`src/logic/dcc_pkg.sv`:
```
package dcc_pkg;

	// ----------------------------------------
	// Register indices (byte address = 4 * index)
	// ----------------------------------------
	localparam logic [9:0] CMP_ONE_CTRL_IDX = 10'h0ac;
	localparam logic [9:0] CMP_TWO_CTRL_IDX = 10'h0ad;
	localparam logic [9:0] PORT0_DIG_IN_DIS_IDX = 10'h0f6;
	localparam logic [9:0] PORT0_PIN_READ_IDX = 10'h080;
	localparam logic [9:0] CMP_INT_CTRL_IDX = 10'h0e0;

	// ----------------------------------------
	// Comparator control fields
	// ----------------------------------------
	localparam int CTRL_ENABLE_BIT = 5;
	localparam int CTRL_POS_SEL_BIT = 4;
	localparam int CTRL_NEG_SEL_BIT = 3;
	localparam int CTRL_PIN_OE_BIT = 2;
	localparam int CTRL_RESULT_BIT = 1;
	localparam int CTRL_FLAG_BIT = 0;

	// Interrupt control fields
	localparam int INT_GLOBAL_EN_BIT = 0;
	localparam int INT_CMP_EN_LSB = 1;

	// ----------------------------------------
	// Reset values
	// ----------------------------------------
	localparam logic [7:0] CTRL_RESET = 8'h00;
	localparam logic [7:0] PORT0_DIS_RESET = 8'h00;
	localparam logic [2:0] INT_CTRL_RESET = 3'h0;

	// ----------------------------------------
	// Timing
	// ----------------------------------------
	localparam int CLK_PERIOD_NS = 20;
	localparam int SETTLE_TIME_NS = 10000;
	localparam int SETTLE_CYCLES = (SETTLE_TIME_NS + CLK_PERIOD_NS - 1) / CLK_PERIOD_NS;

	// ----------------------------------------
	// Bus responses
	// ----------------------------------------
	localparam logic [1:0] RESP_OKAY = 2'h0;
	localparam logic [1:0] RESP_SLVERR = 2'h2;

endpackage

```
`src/logic/dcc_top.sv`:
```
`timescale 1ns/10ps
// Summary of operation
// RULE1: Two comparators, each with its own identically laid out control register.
// RULE2: Control registers at indices ACh and ADh; no single-bit addressing.
// RULE3: Result is one when selected positive input exceeds selected negative input.
// RULE4: Bit 5 enables comparator; result trusted only 10 us after enabling.
// RULE5: Bits 4, 3, 2 together pick one of eight configurations.
// RULE6: Positive input chosen from two pins by positive select.
// RULE7: Negative input is external reference pin or internal reference by bit 3.
// RULE8: Positive select 0 first pin, 1 second; negative 0 pin, 1 internal.
// RULE9: With bit 2 set and enabled, raw result drives output pin unsynchronized.
// RULE10: Bit 1 reads result synchronized to clock; zero while disabled.
// RULE11: Each comparator can request an interrupt when its result changes.
// RULE12: Bit 0 flag sets on each change; request only with both enables set.
// RULE13: Service routine clears the change flag by writing zero before returning.
// RULE14: Software keeps interrupt off while settling and clears flag before enabling.
// RULE15: Software writes no ones to bits 7 and 6; they read zero here.
// RULE16: Port 0 input disable register, one bit per pin, disconnects input buffer.
// RULE17: Reading a disabled port 0 pin returns zero for that bit.
// RULE18: Software disables digital output and input of analog comparator pins.
module dcc_top
	import dcc_pkg::*;
#(
	parameter int ANA_W = 8,
	parameter logic [ANA_W-1:0] VREF_CODE = 8'h80,
	parameter int ADDR_W = 12
) (
	input wire logic clock,
	input wire logic nrst,
	// AXI4-Lite write address
	input wire logic [ADDR_W-1:0] s_axi_awaddr,
	input wire logic s_axi_awvalid,
	output logic s_axi_awready,
	// AXI4-Lite write data
	input wire logic [31:0] s_axi_wdata,
	input wire logic [3:0] s_axi_wstrb,
	input wire logic s_axi_wvalid,
	output logic s_axi_wready,
	// AXI4-Lite write response
	output logic [1:0] s_axi_bresp,
	output logic s_axi_bvalid,
	input wire logic s_axi_bready,
	// AXI4-Lite read address
	input wire logic [ADDR_W-1:0] s_axi_araddr,
	input wire logic s_axi_arvalid,
	output logic s_axi_arready,
	// AXI4-Lite read data
	output logic [31:0] s_axi_rdata,
	output logic [1:0] s_axi_rresp,
	output logic s_axi_rvalid,
	input wire logic s_axi_rready,
	// Analog levels, comparator n in slice n of each positive pin; one reference shared by both
	input wire logic [2*ANA_W-1:0] posPinA,
	input wire logic [2*ANA_W-1:0] posPinB,
	input wire logic [ANA_W-1:0] externalReferencePin,
	// Port 0 pins and input buffer control
	input wire logic [7:0] port0Pins,
	output logic [7:0] port0InputBufferEnable,
	// Comparator pin outputs
	output logic [1:0] comparatorPinOut,
	output logic [1:0] comparatorPinOutEnable,
	// Interrupt requests toward the CPU
	output logic [1:0] comparatorIrq
);

	// ----------------------------------------
	// Reset synchroniser
	// ----------------------------------------
	logic rstMeta_ff;
	logic rstN_ff;

	// Asynchronous assert, two-flop release
	always_ff @(posedge clock or negedge nrst) begin
		if (!nrst) begin
			rstMeta_ff <= 1'b0;
			rstN_ff <= 1'b0;
		end else begin
			rstMeta_ff <= 1'b1;
			rstN_ff <= rstMeta_ff;
		end
	end

	// ----------------------------------------
	// Register state
	// ----------------------------------------
	logic [1:0] enable_ff;
	logic [1:0] posSel_ff;
	logic [1:0] negSel_ff;
	logic [1:0] pinOe_ff;
	logic [1:0] flag_ff;
	logic [1:0] result_ff;
	logic [7:0] port0Disable_ff;
	logic [2:0] intCtrl_ff;
	logic [7:0] port0Read_ff;

	// ----------------------------------------
	// AXI4-Lite write channel
	// ----------------------------------------
	logic awHeld_ff;
	logic wHeld_ff;
	logic [ADDR_W-1:0] awAddr_ff;
	logic [31:0] wData_ff;
	logic [3:0] wStrb_ff;
	logic doWrite;
	logic [9:0] wIndex;
	logic wAligned;
	logic wMapped;
	logic wLane0;

	assign doWrite = awHeld_ff && wHeld_ff && !s_axi_bvalid;
	assign wIndex = awAddr_ff[11:2];
	assign wAligned = (awAddr_ff[1:0] == 2'h0);
	assign wLane0 = wStrb_ff[0];
	assign wMapped = wAligned && (wIndex == CMP_ONE_CTRL_IDX || wIndex == CMP_TWO_CTRL_IDX ||
		wIndex == PORT0_DIG_IN_DIS_IDX || wIndex == PORT0_PIN_READ_IDX ||
		wIndex == CMP_INT_CTRL_IDX);

	// Address capture, released when the response is taken
	always_ff @(posedge clock or negedge rstN_ff) begin
		if (!rstN_ff) begin
			awHeld_ff <= 1'b0;
			awAddr_ff <= '0;
			s_axi_awready <= 1'b0;
		end else if (s_axi_awvalid && s_axi_awready) begin
			awHeld_ff <= 1'b1;
			awAddr_ff <= s_axi_awaddr;
			s_axi_awready <= 1'b0;
		end else if (s_axi_bvalid && s_axi_bready) begin
			awHeld_ff <= 1'b0;
			s_axi_awready <= 1'b1;
		end else if (!awHeld_ff) begin
			s_axi_awready <= 1'b1;
		end
	end

	// Data capture, independent of address order
	always_ff @(posedge clock or negedge rstN_ff) begin
		if (!rstN_ff) begin
			wHeld_ff <= 1'b0;
			wData_ff <= '0;
			wStrb_ff <= '0;
			s_axi_wready <= 1'b0;
		end else if (s_axi_wvalid && s_axi_wready) begin
			wHeld_ff <= 1'b1;
			wData_ff <= s_axi_wdata;
			wStrb_ff <= s_axi_wstrb;
			s_axi_wready <= 1'b0;
		end else if (s_axi_bvalid && s_axi_bready) begin
			wHeld_ff <= 1'b0;
			s_axi_wready <= 1'b1;
		end else if (!wHeld_ff) begin
			s_axi_wready <= 1'b1;
		end
	end

	// Write response after both halves held
	always_ff @(posedge clock or negedge rstN_ff) begin
		if (!rstN_ff) begin
			s_axi_bvalid <= 1'b0;
			s_axi_bresp <= RESP_OKAY;
		end else if (doWrite) begin
			s_axi_bvalid <= 1'b1;
			s_axi_bresp <= wMapped ? RESP_OKAY : RESP_SLVERR;
		end else if (s_axi_bready) begin
			s_axi_bvalid <= 1'b0;
		end
	end

	// ----------------------------------------
	// Plain control registers
	// ----------------------------------------
	logic wrPort0Dis;
	logic wrIntCtrl;

	assign wrPort0Dis = doWrite && wAligned && wLane0 && wIndex == PORT0_DIG_IN_DIS_IDX;
	assign wrIntCtrl = doWrite && wAligned && wLane0 && wIndex == CMP_INT_CTRL_IDX;

	// Port 0 digital input disable
	always_ff @(posedge clock or negedge rstN_ff) begin
		if (!rstN_ff) begin
			port0Disable_ff <= PORT0_DIS_RESET;
		end else if (wrPort0Dis) begin
			port0Disable_ff <= wData_ff[7:0]; // RULE16
		end
	end

	// Interrupt enables, global and per comparator
	always_ff @(posedge clock or negedge rstN_ff) begin
		if (!rstN_ff) begin
			intCtrl_ff <= INT_CTRL_RESET;
		end else if (wrIntCtrl) begin
			intCtrl_ff <= wData_ff[2:0];
		end
	end

	// Buffer enables follow the disable bits; disabled pins read zero
	always_ff @(posedge clock or negedge rstN_ff) begin
		if (!rstN_ff) begin
			port0InputBufferEnable <= 8'hff;
			port0Read_ff <= 8'h00;
		end else begin
			port0InputBufferEnable <= ~port0Disable_ff; // RULE16
			port0Read_ff <= port0Pins & ~port0Disable_ff; // RULE17
		end
	end

	// ----------------------------------------
	// Per-comparator logic
	// ----------------------------------------
	localparam logic [9:0] CTRL_IDX [2] = '{CMP_ONE_CTRL_IDX, CMP_TWO_CTRL_IDX};

	genvar gi;
	generate
		for (gi = 0; gi < 2; gi++) begin : gCmp
			logic [ANA_W-1:0] posLevel;
			logic [ANA_W-1:0] negLevel;
			logic rawResult;
			logic syncMeta_ff;
			logic syncStage_ff;
			logic settled;
			logic [9:0] settleCnt_ff;
			logic wrCtrl;
			logic hwChange;

			// Input selection and raw compare
			assign posLevel = posSel_ff[gi] ? posPinB[gi*ANA_W +: ANA_W]
				: posPinA[gi*ANA_W +: ANA_W]; // RULE6 RULE8
			assign negLevel = negSel_ff[gi] ? VREF_CODE : externalReferencePin; // RULE7 RULE8
			assign rawResult = enable_ff[gi] && (posLevel > negLevel); // RULE3 RULE5

			// Raw result to pin without clock sync
			assign comparatorPinOut[gi] = rawResult && pinOe_ff[gi]; // RULE9

			// Two-flop synchroniser of the raw result
			always_ff @(posedge clock or negedge rstN_ff) begin
				if (!rstN_ff) begin
					syncMeta_ff <= 1'b0;
					syncStage_ff <= 1'b0;
				end else begin
					syncMeta_ff <= rawResult;
					syncStage_ff <= syncMeta_ff;
				end
			end

			// Settle timer restarts on every fresh enable
			always_ff @(posedge clock or negedge rstN_ff) begin
				if (!rstN_ff) begin
					settleCnt_ff <= '0;
				end else if (!enable_ff[gi]) begin
					settleCnt_ff <= '0;
				end else if (!settled) begin
					settleCnt_ff <= settleCnt_ff + 10'h001; // RULE4
				end
			end
			assign settled = (settleCnt_ff == 10'(SETTLE_CYCLES));

			// Readable result, zero while disabled or settling
			always_ff @(posedge clock or negedge rstN_ff) begin
				if (!rstN_ff) begin
					result_ff[gi] <= 1'b0;
				end else begin
					result_ff[gi] <= enable_ff[gi] && settled && syncStage_ff; // RULE10 RULE4
				end
			end

			assign wrCtrl = doWrite && wAligned && wLane0 && wIndex == CTRL_IDX[gi]; // RULE2
			assign hwChange = enable_ff[gi] && settled &&
				((enable_ff[gi] && syncStage_ff) != result_ff[gi]); // RULE12

			// Control fields written by software
			always_ff @(posedge clock or negedge rstN_ff) begin
				if (!rstN_ff) begin
					enable_ff[gi] <= CTRL_RESET[CTRL_ENABLE_BIT];
					posSel_ff[gi] <= CTRL_RESET[CTRL_POS_SEL_BIT];
					negSel_ff[gi] <= CTRL_RESET[CTRL_NEG_SEL_BIT];
					pinOe_ff[gi] <= CTRL_RESET[CTRL_PIN_OE_BIT];
				end else if (wrCtrl) begin
					enable_ff[gi] <= wData_ff[CTRL_ENABLE_BIT]; // RULE4
					posSel_ff[gi] <= wData_ff[CTRL_POS_SEL_BIT]; // RULE5
					negSel_ff[gi] <= wData_ff[CTRL_NEG_SEL_BIT]; // RULE5
					pinOe_ff[gi] <= wData_ff[CTRL_PIN_OE_BIT]; // RULE5
				end
			end

			// Change flag; hardware set wins over a clear
			always_ff @(posedge clock or negedge rstN_ff) begin
				if (!rstN_ff) begin
					flag_ff[gi] <= CTRL_RESET[CTRL_FLAG_BIT];
				end else if (hwChange) begin
					flag_ff[gi] <= 1'b1; // RULE12 RULE11
				end else if (wrCtrl) begin
					flag_ff[gi] <= wData_ff[CTRL_FLAG_BIT]; // RULE13
				end
			end

			// Pin enable and interrupt request
			always_ff @(posedge clock or negedge rstN_ff) begin
				if (!rstN_ff) begin
					comparatorPinOutEnable[gi] <= 1'b0;
					comparatorIrq[gi] <= 1'b0;
				end else begin
					comparatorPinOutEnable[gi] <= enable_ff[gi] && pinOe_ff[gi]; // RULE9
					comparatorIrq[gi] <= flag_ff[gi] && intCtrl_ff[INT_GLOBAL_EN_BIT] &&
						intCtrl_ff[INT_CMP_EN_LSB + gi]; // RULE12 RULE11
				end
			end
		end
	endgenerate

	// ----------------------------------------
	// AXI4-Lite read channel
	// ----------------------------------------
	logic [9:0] rIndex;
	logic rAligned;
	logic [7:0] rByte;
	logic rHit;
	logic rSel;

	assign rIndex = s_axi_araddr[11:2];
	assign rSel = (rIndex == CMP_TWO_CTRL_IDX);
	assign rAligned = (s_axi_araddr[1:0] == 2'h0);

	// Read decode; reserved bits 7 and 6 read zero
	always_comb begin
		rByte = 8'h00;
		rHit = rAligned;
		if (rIndex == CMP_ONE_CTRL_IDX || rIndex == CMP_TWO_CTRL_IDX) begin
			rByte = {2'b00, enable_ff[rSel], posSel_ff[rSel], negSel_ff[rSel], pinOe_ff[rSel],
				result_ff[rSel], flag_ff[rSel]}; // RULE1 RULE10 RULE15
		end else if (rIndex == PORT0_DIG_IN_DIS_IDX) begin
			rByte = port0Disable_ff;
		end else if (rIndex == PORT0_PIN_READ_IDX) begin
			rByte = port0Read_ff; // RULE17
		end else if (rIndex == CMP_INT_CTRL_IDX) begin
			rByte = {5'h00, intCtrl_ff};
		end else begin
			rHit = 1'b0;
		end
	end

	// One read outstanding; data registered at acceptance
	always_ff @(posedge clock or negedge rstN_ff) begin
		if (!rstN_ff) begin
			s_axi_arready <= 1'b0;
			s_axi_rvalid <= 1'b0;
			s_axi_rdata <= 32'h00000000;
			s_axi_rresp <= RESP_OKAY;
		end else if (s_axi_arvalid && s_axi_arready) begin
			s_axi_arready <= 1'b0;
			s_axi_rvalid <= 1'b1;
			s_axi_rdata <= rHit ? {24'h000000, rByte} : 32'h00000000;
			s_axi_rresp <= rHit ? RESP_OKAY : RESP_SLVERR;
		end else if (s_axi_rvalid && s_axi_rready) begin
			s_axi_rvalid <= 1'b0;
			s_axi_arready <= 1'b1;
		end else if (!s_axi_rvalid) begin
			s_axi_arready <= 1'b1;
		end
	end

endmodule

```
`config.mk`:
```
export PLATFORM = sky130hd
export DESIGN_NAME = dcc_top
export DESIGN_NICKNAME = d
export VERILOG_FILES = /design/src/logic/dcc_pkg.sv /design/src/logic/dcc_top.sv
export SDC_FILE = /design/constraint.sdc
export NUM_CORES = 1
export LEC_CHECK = 0
export BUFFER_PORTS_ARGS = -buffer_cell sky130_fd_sc_hd__buf_2
export CAP_MARGIN = 20
export CORE_ASPECT_RATIO = 1.75
export CORE_MARGIN = 2
export CORE_UTILIZATION = 50
export CTS_BUF_LIST = sky130_fd_sc_hd__clkbuf_8
export DETAILED_ROUTE_END_ITERATION = 6
export PLACE_DENSITY = 0.87
export SLEW_MARGIN = 25
export SYNTH_ARGS = -nofsm -noshare
export SYNTH_HDL_FRONTEND = slang
export SYNTH_SLANG_ARGS = --single-unit
```
`constraint.sdc`:
```
create_clock -name clock -period 5 [get_ports clock]
set_input_delay 0.25 -clock clock [delete_from_list [all_inputs] [get_ports clock]]
set_output_delay 0.25 -clock clock [all_outputs]
set_load 0.01 [all_outputs]
```
==> results.json <==
{
  "worstPathRequired_ns": 4.75,
  "clk_pin_slew_ns": 0.10,
  "clockRootBuffer": "clkbuf_8",
  "max_freq_ghz": 0.351,
  "status": "finished, final reports clean",
  "finalNonFillerCells": 736,
  "synth_area_leader_cell": "dfrtp_1",
  "die_w_um": 82.6,
  "avgSynthCellArea_sq_um": 11.1,
  "grt_usage": 0.209,
  "worst_pin_slew_ns": 0.812,
  "antenna-diode-count": 0,
  "setup_tns_ns": 0,
  "place_congestion": 0.888,
  "antenna_left": 0,
  "area_delta_synth_final_pct": 15.0,
  "routedWlPerCell_um": 16.0,
  "cap_violations": 0,
  "synth_seq_cells": 107,
  "grt_max_degree": 66,
  "worstHoldPathType": "input port to flip-flop",
  "synthTopCellsByArea": "dfrtp_1, mux2_2, ha_1",
  "synth_warnings": 0,
  "syn_area_sq_um": 5400,
  "path_class": "flip-flop to output pin",
  "vias": 4024,
  "coreArea_sq_um": 10600,
  "cts_sinks": 107,
  "crit_path_top_delay_cell": "dfrtp_1",
  "async_flop_share": 1.00,
  "yosysSeqAreaShare": 0.497,
  "pre_cts_slack_ns": 2.55,
  "power_density_nw_per_um2": 339,
  "fin_ws_ns": 2.15,
  "ys_types": 55,
  "insertion_delay_ns": 0.36,
  "relSlewSlack": 0.451,
  "synth_ff_type": "dfrtp_1",
  "rows": 50,
  "io_buffer_count": 116,
  "numCtsBuffers": 9,
  "cpMostUsedCell": "o21a_1",
  "start_kind": "flip-flop",
  "cp_cell_sequence": "mux2_2 > ha_1 > nor2b_1 > o21a_1 > o21a_1 > o21bai_1 > a211oi_1 > buf_2",
  "post-dp-hpwl_um": 9280,
  "fp.dieH_um": 142,
  "layout.nets": 736,
  "grt_pass1_vias": 4228,
  "n_fill_cell": 878,
  "drv_slew": 0,
  "drc": 0,
  "regArea_sq_um": 2690,
  "critPathMaxStageDelay_ns": 0.63,
  "hold_viol_final": 0,
  "io_pins": 170,
  "final.setup_skew_ns": 0.0126,
  "dp_cells": 719,
  "dieArea_sq_um": 11700,
  "leakagePower_nw": 2.97,
  "antenna_found_initial": 0,
  "synth_edf_count": 0,
  "viasPerCell": 5.47,
  "crit_family": "flip-flops",
  "cts_max_path_buffers": 2,
  "grt_pass1_wl_um": 18900,
  "final.min_clock_period_ns": 2.85,
  "cp_num_buf_inv": 1,
  "synthCells": 486,
  "routed_wl_um": 11700,
  "drive_gt1_frac": 0.332,
  "crit_arrival_ns": 2.60,
  "finish.utilization": 0.585,
  "dr.pass1.iters": 5,
  "cts.htree.levels": 3,
  "start_util": 0.508,
  "min_period_over_period": 0.570,
  "synth_top_cell_area_share": 0.458,
  "path_max_fanout": 10,
  "setup_viol": 0,
  "end_kind": "output pin",
  "multi_input_area_sq_um": 2500,
  "rsz0062_at_grt": "no",
  "cts_tree": "done",
  "cts_resized": 0,
  "grt-ovfl-total": 0,
  "ir_drop_uv": 238,
  "drt_iter0_drc": 199
}
[worst reg2reg max path, delay by kind of cell (launching register included)]
family                   cells  cell delay (ns)
AO/OA/AOI/OAI                4             0.60
adder cells (fa/ha/maj)      1             0.31
flip-flops                   1             0.63
multiplexers                 1             0.40
AND/OR/NAND/NOR              1             0.13
[metal layers]
metal / track usage / part of all wire / up-vias
li1: - / - / 1876
met1: 0.223 / 0.35 / 1972
met2: 0.371 / 0.56 / 134
met3: 0.0344 / 0.043 / 42
met4: 0.127 / 0.047 / 0
met5: 0 / 0 / -
[synthesized netlist by cell type (8+ instances only)]
cell	instances
dfrtp_1	99
mux2_2	52
nand2_1	34
buf_4	26
ha_1	20
inv_1	18
nor2_1	17
a21oi_1	16
nand3_1	16
nand2b_1	15
nor2b_1	15
o21ai_0	15
and3_1	14
mux2i_1	10
clkbuf_1	9
dfstp_2	8
[final cells by class]
type | instances | share of cell area
Multi-Input combinational cell | 347 | 0.401
Inverter | 18 | 0.0109
Sequential cell | 107 | 0.433
Timing Repair Buffer | 118 | 0.0962
Clock buffer | 10 | 0.0221
Clock inverter | 6 | 0.0103
Tap cell | 130 | 0.0262
[layout by cell type (no fill, tap or decap), types with 3 or more instances in the layout]
cell type	synthesis	layout
a21boi_0	5	5
a21o_1	7	7
a21oi_1	16	16
a2bb2oi_1	4	4
and2_1	6	6
and3_1	14	14
buf_2	2	116
clkbuf_8	0	10
clkinv_2	0	3
conb_1	2	27
dfrtp_1	99	98
dfstp_2	8	8
ha_1	20	20
inv_1	18	18
mux2_2	52	52
mux2i_1	10	10
nand2_1	34	34
nand2b_1	15	15
nand3_1	16	16
nand4_1	5	5
nor2_1	17	17
nor2b_1	15	15
nor3_1	5	5
o21a_1	7	7
o21ai_0	15	15
o21ai_1	3	3
o2bb2ai_1	3	3
or3_1	6	6
xnor2_1	7	7
xor2_1	7	7
[per-stage QoR]
stage | cell area (sq um) | power, mW | hold slack (ns)
after floorplan | 5500 | 1.44 | -0.0456
after global placement | 6010 | 1.54 | 0.0353
after detailed placement | 6010 | 1.58 | 0.0365
after CTS | 6220 | 2.12 | 0.0647
after global routing | 6220 | 2.22 | 0.0937
final | 6220 | 2.11 | 0.0846
[worst paths after layout]
| check | start | end | slack [ns] | cells past startpoint |
|---|---|---|---|---|
| worst max-delay path | posSel_ff[0] | comparatorPinOut[0] | 2.15 | 8 |
| worst min-delay path | s_axi_bready | s_axi_bvalid | 0.08 | 2 |
| worst max register to register | posSel_ff[0] | gCmp[0].syncMeta_ff | 2.79 | 7 |
| worst min register to register | rstN_ff | awAddr_ff[4] | 0.30 | 0 |
| max in group asynchronous | rstN_ff | gCmp[0].settleCnt_ff[4] | 3.49 | 1 |
| min in group asynchronous | nrst | rstN_ff | 0.18 | 2 |
[logic make-up after synthesis]
kind of cell | synth area share
fa+ha+maj | 0.0463
simple gates | 0.161
compound gates | 0.0861
flops | 0.497
mux | 0.127
other cells | 0.00139
xor+xnor | 0.0227
buf+inv | 0.0581
[where the power goes]
part	leakage [nW]	total [mW]	internal, mW	switching, mW
clock	0.104	0.539	0.246	0.293
sequential	1.33	1.15	1.01	0.141
combinational	1.53	0.414	0.215	0.199
total	2.97	2.11	1.47	0.633
[state kept, by name (all words and copies together) (netlist names), 2 cells and up]
register,flops
awAddr_ff,12
enable_ff,2
wData_ff,8
port0Read_ff,8
pinOe_ff,2
gCmp.syncStage_ff,2
port0InputBufferEnable,8
comparatorPinOutEnable,2
s_axi_rdata,8
negSel_ff,2
gCmp.syncMeta_ff,2
result_ff,2
intCtrl_ff,3
posSel_ff,2
comparatorIrq,2
gCmp.settleCnt_ff,20
flag_ff,2
port0Disable_ff,8
[timing repair]
action,in CTS,in global routing
buffers inserted,0,0
hold buffers,1,0
hold endpoints to repair,2,0
(Power assumes the default switching activity.)
